--- src/hdl/ebpm_consts.svh ---
// Constants for the external bus pin multiplexer
`ifndef EBPM_CONSTS_SVH
`define EBPM_CONSTS_SVH
`define EBPM_CFG_OFFSET     12'h11C
`define EBPM_CFG_RESET      32'h00010000
`define EBPM_CFG_MASK       32'h0001013A
`define EBPM_BIT_CS1        1
`define EBPM_BIT_CS3        3
`define EBPM_BIT_CS4        4
`define EBPM_BIT_CS5        5
`define EBPM_BIT_PUC        8
`define EBPM_BIT_VSEL       16
`define EBPM_CS1            1
`define EBPM_CS3            3
`define EBPM_CS4            4
`define EBPM_CS5            5
`define EBPM_ADDR_W         26
`define EBPM_CS_W           8
`define EBPM_DATA_W         32
`define EBPM_SD_ADDR_W      13
`define EBPM_SD_A10         10
`endif

--- src/hdl/ebpm_pkg.sv ---
// Types for the external bus pin multiplexer
`include "ebpm_consts.svh"
package ebpm_pkg;
	typedef enum logic [1:0] {
		EBPM_OWN_IDLE,
		EBPM_OWN_STATIC,
		EBPM_OWN_SDRAM
	} ebpm_owner_e;
	typedef logic [`EBPM_ADDR_W-1:0] ebpm_addr_t;
	typedef logic [`EBPM_CS_W-1:0]   ebpm_cs_t;
	typedef logic [`EBPM_DATA_W-1:0] ebpm_data_t;
endpackage

--- src/hdl/ebpm_cfg_regs.sv ---
// Configuration register slave for the external bus pin multiplexer
`timescale 1ns/100ps
`include "ebpm_consts.svh"
module ebpm_cfg_regs (
	input  wire logic                 sys_clk,
	input  wire logic                 resetn,
	input  wire logic [11:0]          reg_addr,
	input  wire ebpm_pkg::ebpm_data_t reg_wdata,
	input  wire logic                 reg_wr,
	input  wire logic                 reg_rd,
	output ebpm_pkg::ebpm_data_t      reg_rdata,
	output ebpm_pkg::ebpm_data_t      cfg
);
	import ebpm_pkg::*;

	// Register store; reserved bits are masked off
	always_ff @(posedge sys_clk or negedge resetn) begin
		if (!resetn) begin
			cfg <= `EBPM_CFG_RESET;
		end else if (reg_wr && reg_addr == `EBPM_CFG_OFFSET) begin
			cfg <= reg_wdata & `EBPM_CFG_MASK;
		end
	end

	// Read data one cycle after the strobe; unmapped reads give zero
	always_ff @(posedge sys_clk or negedge resetn) begin
		if (!resetn) begin
			reg_rdata <= 32'h00000000;
		end else if (reg_rd && reg_addr == `EBPM_CFG_OFFSET) begin
			reg_rdata <= cfg;
		end else begin
			reg_rdata <= 32'h00000000;
		end
	end
endmodule

--- src/hdl/ebpm_pin_mux.sv ---
// Pin multiplexer for the shared external memory bus
//
// Added by the designer: the plain strobed port.
`timescale 1ns/100ps
`include "ebpm_consts.svh"
module ebpm_pin_mux (
	input  wire logic                 sys_clk,
	input  wire logic                 resetn,
	input  wire logic [11:0]          reg_addr,
	input  wire ebpm_pkg::ebpm_data_t reg_wdata,
	input  wire logic                 reg_wr,
	input  wire logic                 reg_rd,
	output ebpm_pkg::ebpm_data_t      reg_rdata,
	input  wire ebpm_pkg::ebpm_addr_t smc_addr,
	input  wire ebpm_pkg::ebpm_cs_t   smc_cs_n,
	input  wire logic                 smc_busy,
	input  wire ebpm_pkg::ebpm_data_t smc_wdata,
	input  wire logic                 smc_data_oe,
	input  wire logic                 smc_bus16,
	input  wire logic [12:0]          sdram_addr,
	input  wire logic                 sdram_cs_n,
	input  wire logic                 sdram_busy,
	input  wire ebpm_pkg::ebpm_data_t sdram_wdata,
	input  wire logic                 sdram_data_oe,
	input  wire ebpm_pkg::ebpm_data_t ext_data_in,
	input  wire logic                 external_wait_in_n,
	output ebpm_pkg::ebpm_addr_t      ext_addr,
	output ebpm_pkg::ebpm_cs_t        chip_select_lines_n,
	output logic                      sdram_addr10_pin,
	output ebpm_pkg::ebpm_data_t      ext_data_out,
	output logic [31:0]               ext_data_oe,
	output ebpm_pkg::ebpm_data_t      ctrl_rdata,
	output logic                      ctrl_wait_n,
	output logic                      nand_logic_active,
	output logic                      card_slot0_active,
	output logic                      card_slot1_active,
	output logic                      data_pullup_en,
	output logic                      memory_voltage_select
);
	import ebpm_pkg::*;

	ebpm_data_t  cfg;
	ebpm_owner_e owner;
	ebpm_owner_e next_owner;
	logic        cs1_owner_select;
	logic        cs1_lat;
	logic        wait_meta;
	logic        wait_sync;
	ebpm_data_t  din_meta;
	ebpm_data_t  din_sync;

	ebpm_cfg_regs u_regs (
		.sys_clk   (sys_clk),
		.resetn    (resetn),
		.reg_addr  (reg_addr),
		.reg_wdata (reg_wdata),
		.reg_wr    (reg_wr),
		.reg_rd    (reg_rd),
		.reg_rdata (reg_rdata),
		.cfg       (cfg)
	);

	// Build the SDRAM view of the 26 address pins
	function automatic ebpm_addr_t sd_addr_map(input logic [12:0] a);
		ebpm_addr_t r;
		r = '0;
		r[11:2]  = a[9:0];
		r[14:13] = a[12:11];
		return r;
	endfunction

	assign cs1_owner_select = cfg[`EBPM_BIT_CS1];

	// Owner arbitration: SDRAM if busy and given select 1; else static if busy; idle otherwise
	always_comb begin
		next_owner = EBPM_OWN_IDLE;
		if (sdram_busy && cs1_owner_select) begin
			next_owner = EBPM_OWN_SDRAM;
		end else if (smc_busy) begin
			next_owner = EBPM_OWN_STATIC;
		end
	end

	// Owner held for the length of an access
	always_ff @(posedge sys_clk or negedge resetn) begin
		if (!resetn) begin
			owner <= EBPM_OWN_IDLE;
		end else begin
			case (owner)
				EBPM_OWN_IDLE: owner <= next_owner;
				EBPM_OWN_STATIC: begin
					if (!smc_busy) begin
						owner <= next_owner;
					end
				end
				EBPM_OWN_SDRAM: begin
					if (!sdram_busy) begin
						owner <= next_owner;
					end
				end
				default: owner <= EBPM_OWN_IDLE;
			endcase
		end
	end

	// CS1 owner latched between accesses so a write never cuts one short
	always_ff @(posedge sys_clk or negedge resetn) begin
		if (!resetn) begin
			cs1_lat <= 1'b0;
		end else if (!smc_busy && !sdram_busy) begin
			cs1_lat <= cs1_owner_select;
		end
	end

	// Glue enables and pad controls; registered so outputs come from flops
	always_ff @(posedge sys_clk or negedge resetn) begin
		if (!resetn) begin
			nand_logic_active     <= 1'b0;
			card_slot0_active     <= 1'b0;
			card_slot1_active     <= 1'b0;
			data_pullup_en        <= 1'b1;
			memory_voltage_select <= 1'b1;
		end else begin
			if (!smc_busy) begin
				nand_logic_active <= cfg[`EBPM_BIT_CS3];
				card_slot0_active <= cfg[`EBPM_BIT_CS4];
				card_slot1_active <= cfg[`EBPM_BIT_CS5];
			end
			data_pullup_en        <= ~cfg[`EBPM_BIT_PUC];
			memory_voltage_select <= cfg[`EBPM_BIT_VSEL];
		end
	end

	// Pin synchronisers for wait and data inputs
	always_ff @(posedge sys_clk or negedge resetn) begin
		if (!resetn) begin
			wait_meta <= 1'b1;
			wait_sync <= 1'b1;
			din_meta  <= '0;
			din_sync  <= '0;
		end else begin
			wait_meta <= external_wait_in_n;
			wait_sync <= wait_meta;
			din_meta  <= ext_data_in;
			din_sync  <= din_meta;
		end
	end

	// Address and data pins by owner; chip selects from the static controller, CS1 by latched owner
	always_ff @(posedge sys_clk or negedge resetn) begin
		if (!resetn) begin
			ext_addr            <= '0;
			chip_select_lines_n <= '1;
			sdram_addr10_pin    <= 1'b0;
			ext_data_out        <= '0;
			ext_data_oe         <= '0;
		end else begin
			chip_select_lines_n <= smc_cs_n;
			// CS1 belongs to one controller only; others stay static
			chip_select_lines_n[`EBPM_CS1] <= cs1_lat ?
				sdram_cs_n : smc_cs_n[`EBPM_CS1];
			case (owner)
				EBPM_OWN_SDRAM: begin
					ext_addr         <= sd_addr_map(sdram_addr);
					sdram_addr10_pin <= sdram_addr[`EBPM_SD_A10];
					ext_data_out     <= sdram_wdata;
					ext_data_oe      <= {32{sdram_data_oe}};
				end
				EBPM_OWN_STATIC: begin
					ext_addr         <= smc_addr;
					sdram_addr10_pin <= 1'b0;
					ext_data_out     <= smc_wdata;
					// Narrow bus leaves the upper half undriven
					ext_data_oe      <= {{16{smc_data_oe & ~smc_bus16}},
						{16{smc_data_oe}}};
				end
				default: begin
					ext_addr         <= ext_addr;
					sdram_addr10_pin <= sdram_addr10_pin;
					ext_data_out     <= ext_data_out;
					ext_data_oe      <= '0;
				end
			endcase
		end
	end

	// Read data and wait back to the controllers
	always_ff @(posedge sys_clk or negedge resetn) begin
		if (!resetn) begin
			ctrl_rdata  <= '0;
			ctrl_wait_n <= 1'b1;
		end else begin
			ctrl_rdata  <= din_sync;
			ctrl_wait_n <= wait_sync;
		end
	end
endmodule

--- config.mk ---
export PLATFORM = sky130hd
export DESIGN_NAME = ebpm_pin_mux
export DESIGN_NICKNAME = d
export VERILOG_FILES = /design/src/hdl/ebpm_pkg.sv /design/src/hdl/ebpm_cfg_regs.sv /design/src/hdl/ebpm_pin_mux.sv
export VERILOG_INCLUDE_DIRS = /design/src /design/src/hdl
export SDC_FILE = /design/constraint.sdc
export NUM_CORES = 1
export LEC_CHECK = 0
export BUFFER_PORTS_ARGS = -buffer_cell sky130_fd_sc_hd__buf_2
export CAP_MARGIN = 20
export CORE_AREA = 2 2 144 146
export CTS_CLUSTER_DIAMETER = 150
export CTS_CLUSTER_SIZE = 40
export DETAILED_ROUTE_END_ITERATION = 8
export DIE_AREA = 0 0 146 148
export GPL_ROUTABILITY_DRIVEN = 1
export HOLD_SLACK_MARGIN = 0.03
export PLACE_DENSITY = 0.74
export SLEW_MARGIN = 20
export SYNTH_ARGS = -nofsm -noshare
export SYNTH_HDL_FRONTEND = slang
export SYNTH_SLANG_ARGS = --single-unit
--- constraint.sdc ---
create_clock -name sys_clk -period 1.8 [get_ports sys_clk]
set_clock_uncertainty 0.1 [all_clocks]
set_input_delay 0.09 -clock sys_clk [delete_from_list [all_inputs] [get_ports sys_clk]]
set_output_delay 0.09 -clock sys_clk [all_outputs]
set_load 0.03 [all_outputs]
==> results.tsv, run 1 <==
stage	metric	value	unit
floorplanning	die_height	148	um
drt	vias_per_cell	4.27	
clocking	cts_buffers	17	
timing	fin_crit	1.67	ns
place	dp_hpwl	11.2	mm
clocking	clk_pin_slew	0.07	ns
drt	vias	5231	
logic_synthesis	synth.avg_cell_area	13.6	um^2
timing	worst_slack	0.135	ns
timing	hold_ws	0.0878	ns
finish	utilization	52.4	%
place	gp_congestion	0.774	
place	pre_cts_ws	-0.111	ns
worst_setup_path	crit_path_start_kind	register	
floorplanning	ios	367	
timing	rsz0062_at_grt	no	
floorplanning	die_area	21600	um^2
worst_setup_path	arrival	1.86	ns
place	placed_cells	1032	
floorplanning	rows	52	
clocking	cts_sinks	188	
floorplanning	initial_core_util	33.0	%
logic_synthesis	syn_area	6610	um^2
grt	grt_pass1_vias	5633	
power	vdd_drop_max	0.592	mV
drt	drt_iter0_drc	164	
grt	grt_pass1_wl	28.8	mm
logic_synthesis	syn_inst	485	
worst_setup_path	reg2reg_to	ext_data_out[16]	
place	port_buffers	314	
worst_setup_path	ff2ff_setup_slack	0.13	ns
logic_synthesis	ys_ff_latch	188	
grt	grt_max_degree	50	
floorplanning	core_area	20000	um^2
timing	slew_viol_final	0	
timing	finalHoldViolCount	0	
finish	stdcell_count	1224	
timing	setup_violations	0	
drt	wl	18.5	mm
worst_setup_path	crit_type	reg -> reg	
clocking	insertion_delay	0.42	ns
timing	clock.fmax	601	MHz
finish	mostFrequentLayoutCell	buf_2	
logic_synthesis	ys_seq_area_share	71.5	%
power	power_density	1010	nW/um^2
clocking	htreeDepth	4	
run_status	status	finished clean	
finish	final_cell_mix	buf_2, dfrtp_1, dlygate4sd3_1	
grt	grt-ovfl-total	0	
drt	dr.pass1.iters	4	
finish	areaGrowthSynthToFinish	59.1	%
worst_setup_path	cp-end-kind	register	
power	p_total	10700	uW
grt	antenna_found_initial	0	
drt	drtAntennaViolNets	0	
timing	fin_crit_sh	92.5	%
worst_setup_path	r2r_start	owner[1]	
power	power_leakage	0.00535	uW
finish	drive_above_1_share	40.8	%
drt	wl_per_cell	15.1	um
clocking	cts_tree	built	
logic_synthesis	ys_warn_count	0	
worst_setup_path	reg2regPathDepth	5	
clocking	cts_buffer_depth	2	
drt	drc	0	
floorplanning	dieWidth	146	um
grt	gr-usage-all-layers	17.1	%
clocking	ctsResizeCount	0	
finish	fill_cells	1654	
worst_setup_path	path_max_fanout	30	
worst_setup_path	cp.required	2.00	ns
finish	final_nets	1140	
hold_path	hold_class	in -> async	
job	max-cap-violations	0	
clocking	clockRootBuffer	clkbuf_16	
logic_synthesis	ys_types	27	
## routing by layer
layer	wire, um	track usage (%)	vias to the layer above
met5	0	0	-
met2	10200	31.9	244
li1	-	-	2422
met4	767	9.81	0
met1	6540	17.9	2498
met3	940	3.55	67
## per-stage QoR
step,setup TNS (ns),instance area [um^2]
global route,0,10500
global placement,-0.410,8320
detailed placement,-0.616,8320
finish,0,10500
floorplan,0,6700
CTS,0,10500
## sequential cells by signal, summed over array words and instances (netlist names)
name                   flops
ext_addr                  26
sdram_addr10_pin           1
din_sync                  32
ctrl_wait_n                1
ctrl_rdata                32
wait_meta                  1
memory_voltage_select      1
din_meta                  32
ext_data_out              32
u_regs.reg_rdata           6
u_regs.cfg                 6
wait_sync                  1
owner                      2
data_pullup_en             1
card_slot0_active          1
card_slot1_active          1
nand_logic_active          1
ext_data_oe                2
chip_select_lines_n        8
cs1_lat                    1
## worst max-delay path by stage
stage / from / slack [ns] / depth (start not counted) / to
detailed placement: reg_addr[9] / -0.11 / 4 / u_regs.cfg[5]
floorplan: reg_addr[9] / 0.005 / 4 / u_regs.cfg[1]
global route: owner[1] / 0.02 / 6 / ext_data_oe[30]
finish: owner[1] / 0.13 / 5 / ext_data_out[16]
global placement: reg_addr[9] / -0.08 / 4 / u_regs.cfg[1]
CTS: owner[1] / 0.14 / 5 / ext_data_out[16]
## critical path: stages, from the launching register on
cell and delay [ns]:
dfrtp_1 0.44, inv_1 0.12, ha_4 0.23, buf_12 0.23, mux2i_1 0.29, o21ai_0 0.11
## where the power goes
group	internal (uW)	switching (uW)	total, uW	leakage (uW)
logic	808	1360	2170	0.00280
registers	4590	164	4750	0.00226
clock network	2020	1730	3740	0.000291
## layout make-up
cell class | instances | area, um^2 | area share [%]
Sequential cell | 188 | 4720 | 44.9
Multi-Input combinational cell | 241 | 1480 | 14.1
Timing Repair Buffer | 487 | 3350 | 31.9
Inverter | 4 | 15.0 | 0.143
Tap cell | 270 | 338 | 3.21
Clock buffer | 19 | 443 | 4.21
Clock inverter | 13 | 155 | 1.48
Antenna cell | 2 | 5.00 | 0.0476
## cell families after synthesis
group | after synthesis | synth area share, %
fa+ha+maj | 3 | 0.568
mux | 55 | 8.88
other cells | 1 | 0.0568
compound gates | 64 | 4.98
simple gates | 93 | 6.14
buf+inv | 81 | 7.90
flops | 188 | 71.5
## repair_timing
item                      4_1_cts  5_1_grt
hold buffers                  158        0
hold endpoints to repair      298        0
setup buffers                   0        0
## synthesized netlist by cell type (all sizes together)
master | n | area [um^2]
dfrtp | 174 | 4350
nand2 | 78 | 293
buf | 62 | 450
o21ai | 60 | 300
mux2i | 44 | 440
clkbuf | 15 | 56.3
dfstp | 14 | 368
mux2 | 11 | 146
and2 | 6 | 37.5
inv | 4 | 15.0
ha | 3 | 37.5
or4b | 2 | 20.0
a21boi | 1 | 7.51
a21oi | 1 | 5.00
a22o | 1 | 8.76
conb | 1 | 3.75
nand2b | 1 | 6.26
nand3b | 1 | 7.51
nand4b | 1 | 8.76
nor2 | 1 | 3.75
nor4 | 1 | 6.26
o31ai | 1 | 7.51
or4 | 1 | 11.3
or4bb | 1 | 11.3
No activity file was read; power rests on OpenSTA's default activity.
==> inputs of run 2 (changes only) <==
--- a/config.mk
+++ b/config.mk
@@ -14,8 +14,10 @@
 export DETAILED_ROUTE_END_ITERATION = 8
 export DIE_AREA = 0 0 146 148
 export GPL_ROUTABILITY_DRIVEN = 1
+export GPL_TIMING_DRIVEN = 0
 export HOLD_SLACK_MARGIN = 0.03
 export PLACE_DENSITY = 0.74
+export RECOVER_POWER = 50
 export SLEW_MARGIN = 20
 export SYNTH_ARGS = -nofsm -noshare
 export SYNTH_HDL_FRONTEND = slang
==> run 2 against run 1 <==
Against the previous run: sequential share of layout area shrank 1.3 points; routed wire length grew 10%; die area unchanged; worst setup slack lost 0.025 ns; sequential power is essentially flat; largest cell class unchanged; register-to-register slack lost 0.02 ns; count of clock-buffer cells in the layout is the same; critical endpoint is now ext_data_out[9]; total power increased by 1.7%; first-iteration DRC count fell by 11%; cell area increased by 3.0%; via count up 6.0%.
==> results.tsv, run 2 (same netlist as run 1, synthesis figures left out) <==
stage	metric	value	unit	change
run_status	status	finished clean		
clocking	cts_tree	built		
timing	worst_pin_slew	0.910	ns	
hold_path	hold_class	in -> reg		
drt	drt-met1-wl	7.30	mm	+12%
power	power_leakage	0.00550	uW	+2.8%
worst_setup_path	path_max_fanout	10		-67%
drt	routed.top_layer	met4		
worst_setup_path	cp_slowest_cell	dfrtp_1		
clocking	cts_setup_buffers	0		unchanged
finish	final_cell_mix	buf_2, dfrtp_1, dlygate4sd3_1		
power	power_density	1000	nW/um^2	-1.3%
drt	wl_met3	1.25	mm	+33%
grt	grt_max_degree	98		+96%
grt	grt-ovfl-total	0		unchanged
drt	vias	5543		+6.0%
grt	grt_pass1_wl	31.1	mm	+8.2%
drt	wl	20.4	mm	+10%
worst_setup_path	crit_type	reg -> reg		
timing	relSlewSlack	38.8	%	
worst_setup_path	cp-end-kind	register		
worst_setup_path	critPathTopFamily	flip-flops		
job	max-cap-violations	0		unchanged
floorplanning	die_height	148	um	unchanged
timing	clock.fmax	592	MHz	-1.5%
timing	fin_crit_sh	93.9	%	+1.4 points
drt	drt_iter0_drc	146		-11%
floorplanning	ios	367		unchanged
finish	fill_cells	1696		+2.5%
clocking	cts_buffers	17		unchanged
timing	rsz0062_at_grt	yes		
place	dp_hpwl	12.7	mm	+13%
clocking	cts_buffer_depth	2		unchanged
worst_setup_path	critical_path.cell_chain	inv_1 -> ha_2 -> buf_4 -> mux2i_1 -> o21ai_0		
grt	antenna_found_initial	1		+1
clocking	insertion_delay	0.42	ns	about the same
timing	finalHoldViolCount	0		unchanged
drt	drc	0		unchanged
grt	gr-usage-all-layers	18.8	%	+1.7 points
place	place_area	8650	um^2	+3.9%
finish	drive_above_1_share	39.0	%	-1.8 points
drt	wl_met2	10.6	mm	+3.8%
worst_setup_path	arrival	1.88	ns	+0.02 ns
worst_setup_path	cp.required	1.99	ns	about the same
finish	mostFrequentLayoutCell	buf_2		
drt	drtAntennaViolNets	0		unchanged
grt	grt_pass1_vias	5996		+6.4%
timing	fin_crit	1.69	ns	+0.0247 ns
floorplanning	initial_core_util	33.0	%	unchanged
clocking	htreeDepth	4		unchanged
timing	slew_viol_final	0		unchanged
floorplanning	rows	52		unchanged
finish	fin_area	10800	um^2	+3.0%
timing	setup_violations	0		unchanged
clocking	clockRootBuffer	clkbuf_16		
finish	final_nets	1202		+5.4%
place	port_buffers	314		unchanged
floorplanning	dieWidth	146	um	unchanged
finish	areaGrowthSynthToFinish	63.9	%	
power	vdd_drop_max	0.589	mV	-0.54%
clocking	cts_sinks	188		unchanged
drt	dr.pass1.iters	4		unchanged
timing	hold_ws	0.0641	ns	-0.0237 ns
drt	wl_per_cell	15.9	um	+4.9%
worst_setup_path	crit_path_start_kind	register		
clocking	clk_pin_slew	0.07	ns	about the same
floorplanning	core_area	20000	um^2	unchanged
place	gp_congestion	0.793		+2.4%
worst_setup_path	slowest_delay	0.41	ns	-0.03 ns
drt	vias_per_cell	4.31		+0.93%
worst_setup_path	crit_buf_inv	2		unchanged
floorplanning	die_area	21600	um^2	unchanged
run 2: cell count changes in the layout (fill, tap and decap cells not counted), moves of 2 or more:
| cell | change |
|---|---|
| clkbuf_4 | +8 |
| clkbuf_2 | +3 |
| buf_4 | +50 |
| inv_6 | +5 |
| clkbuf_8 | -2 |
| clkbuf_1 | +53 |
| buf_6 | +2 |
| inv_8 | -3 |
| buf_12 | -6 |
| ha_4 | -2 |
| buf_2 | -48 |
run 2: metal layers:
layer  vias to the layer above  GRT usage (%)
li1                       2547              -
met1                      2604           19.9
met2                       289           32.9
met3                       103           4.91
met4                         0           12.9
met5                         -              0
run 2: layout make-up:
cell class	instances	area (um^2)	area share, %
Clock inverter	13	174	1.61
Antenna cell	1	2.50	0.0231
Timing Repair Buffer	473	3130	28.9
Inverter	4	15.0	0.139
Buffer	76	561	5.18
Sequential cell	188	4720	43.6
Clock buffer	19	433	4.00
Tap cell	270	338	3.12
Multi-Input combinational cell	241	1460	13.5
run 2: report_power, final:
group | switching, uW | total [uW] | internal [uW]
clock | 1720 | 3830 | 2110
sequential | 173 | 4760 | 4590
combinational | 1410 | 2250 | 835
run 2: worst reg2reg max path: cells and delay by family, from the launching register on:
family          cells  cell delay [ns]
compound gates      1             0.14
fa+ha+maj           1             0.31
buf+inv             2             0.34
flops               1             0.41
mux                 1             0.25
run 2: timing repair:
item	4_1_cts	5_1_grt
hold buffers	158	0
pin swaps	0	0
hold endpoints to repair	211	0
setup endpoints to repair	59	54
gates resized for setup	22	22
run 2: path summary, 6_finish.rpt:
path / startpoint / to / slack, ns / cells past startpoint
min: reg_rd / u_regs.reg_rdata[1] / 0.06 / 4
max reg2reg: owner[1] / ext_data_out[9] / 0.11 / 5
min in group asynchronous: resetn / ctrl_rdata[8] / 0.21 / 2
min reg2reg: din_sync[12] / ctrl_rdata[12] / 0.24 / 0
max: owner[1] / ext_data_out[9] / 0.11 / 5
max in group asynchronous: resetn / chip_select_lines_n[5] / 0.49 / 3
run 2: metrics by stage:
step / setup WS, ns / total power (uW) / setup TNS, ns / instances / utilization, %
final: 0.110 / 10800 / 0 / 1285 / 54.0
after global routing: -0.0191 / 11300 / -0.0428 / 1284 / 54.0
after CTS: 0.00450 / 11000 / 0 / 1284 / 54.2
after detailed placement: -0.753 / 6800 / -29.17 / 1095 / 43.2
after global placement: -2.34 / 6740 / -448.30 / 1094 / 43.0
after floorplan: 0.00498 / 5990 / 0 / 510 / -
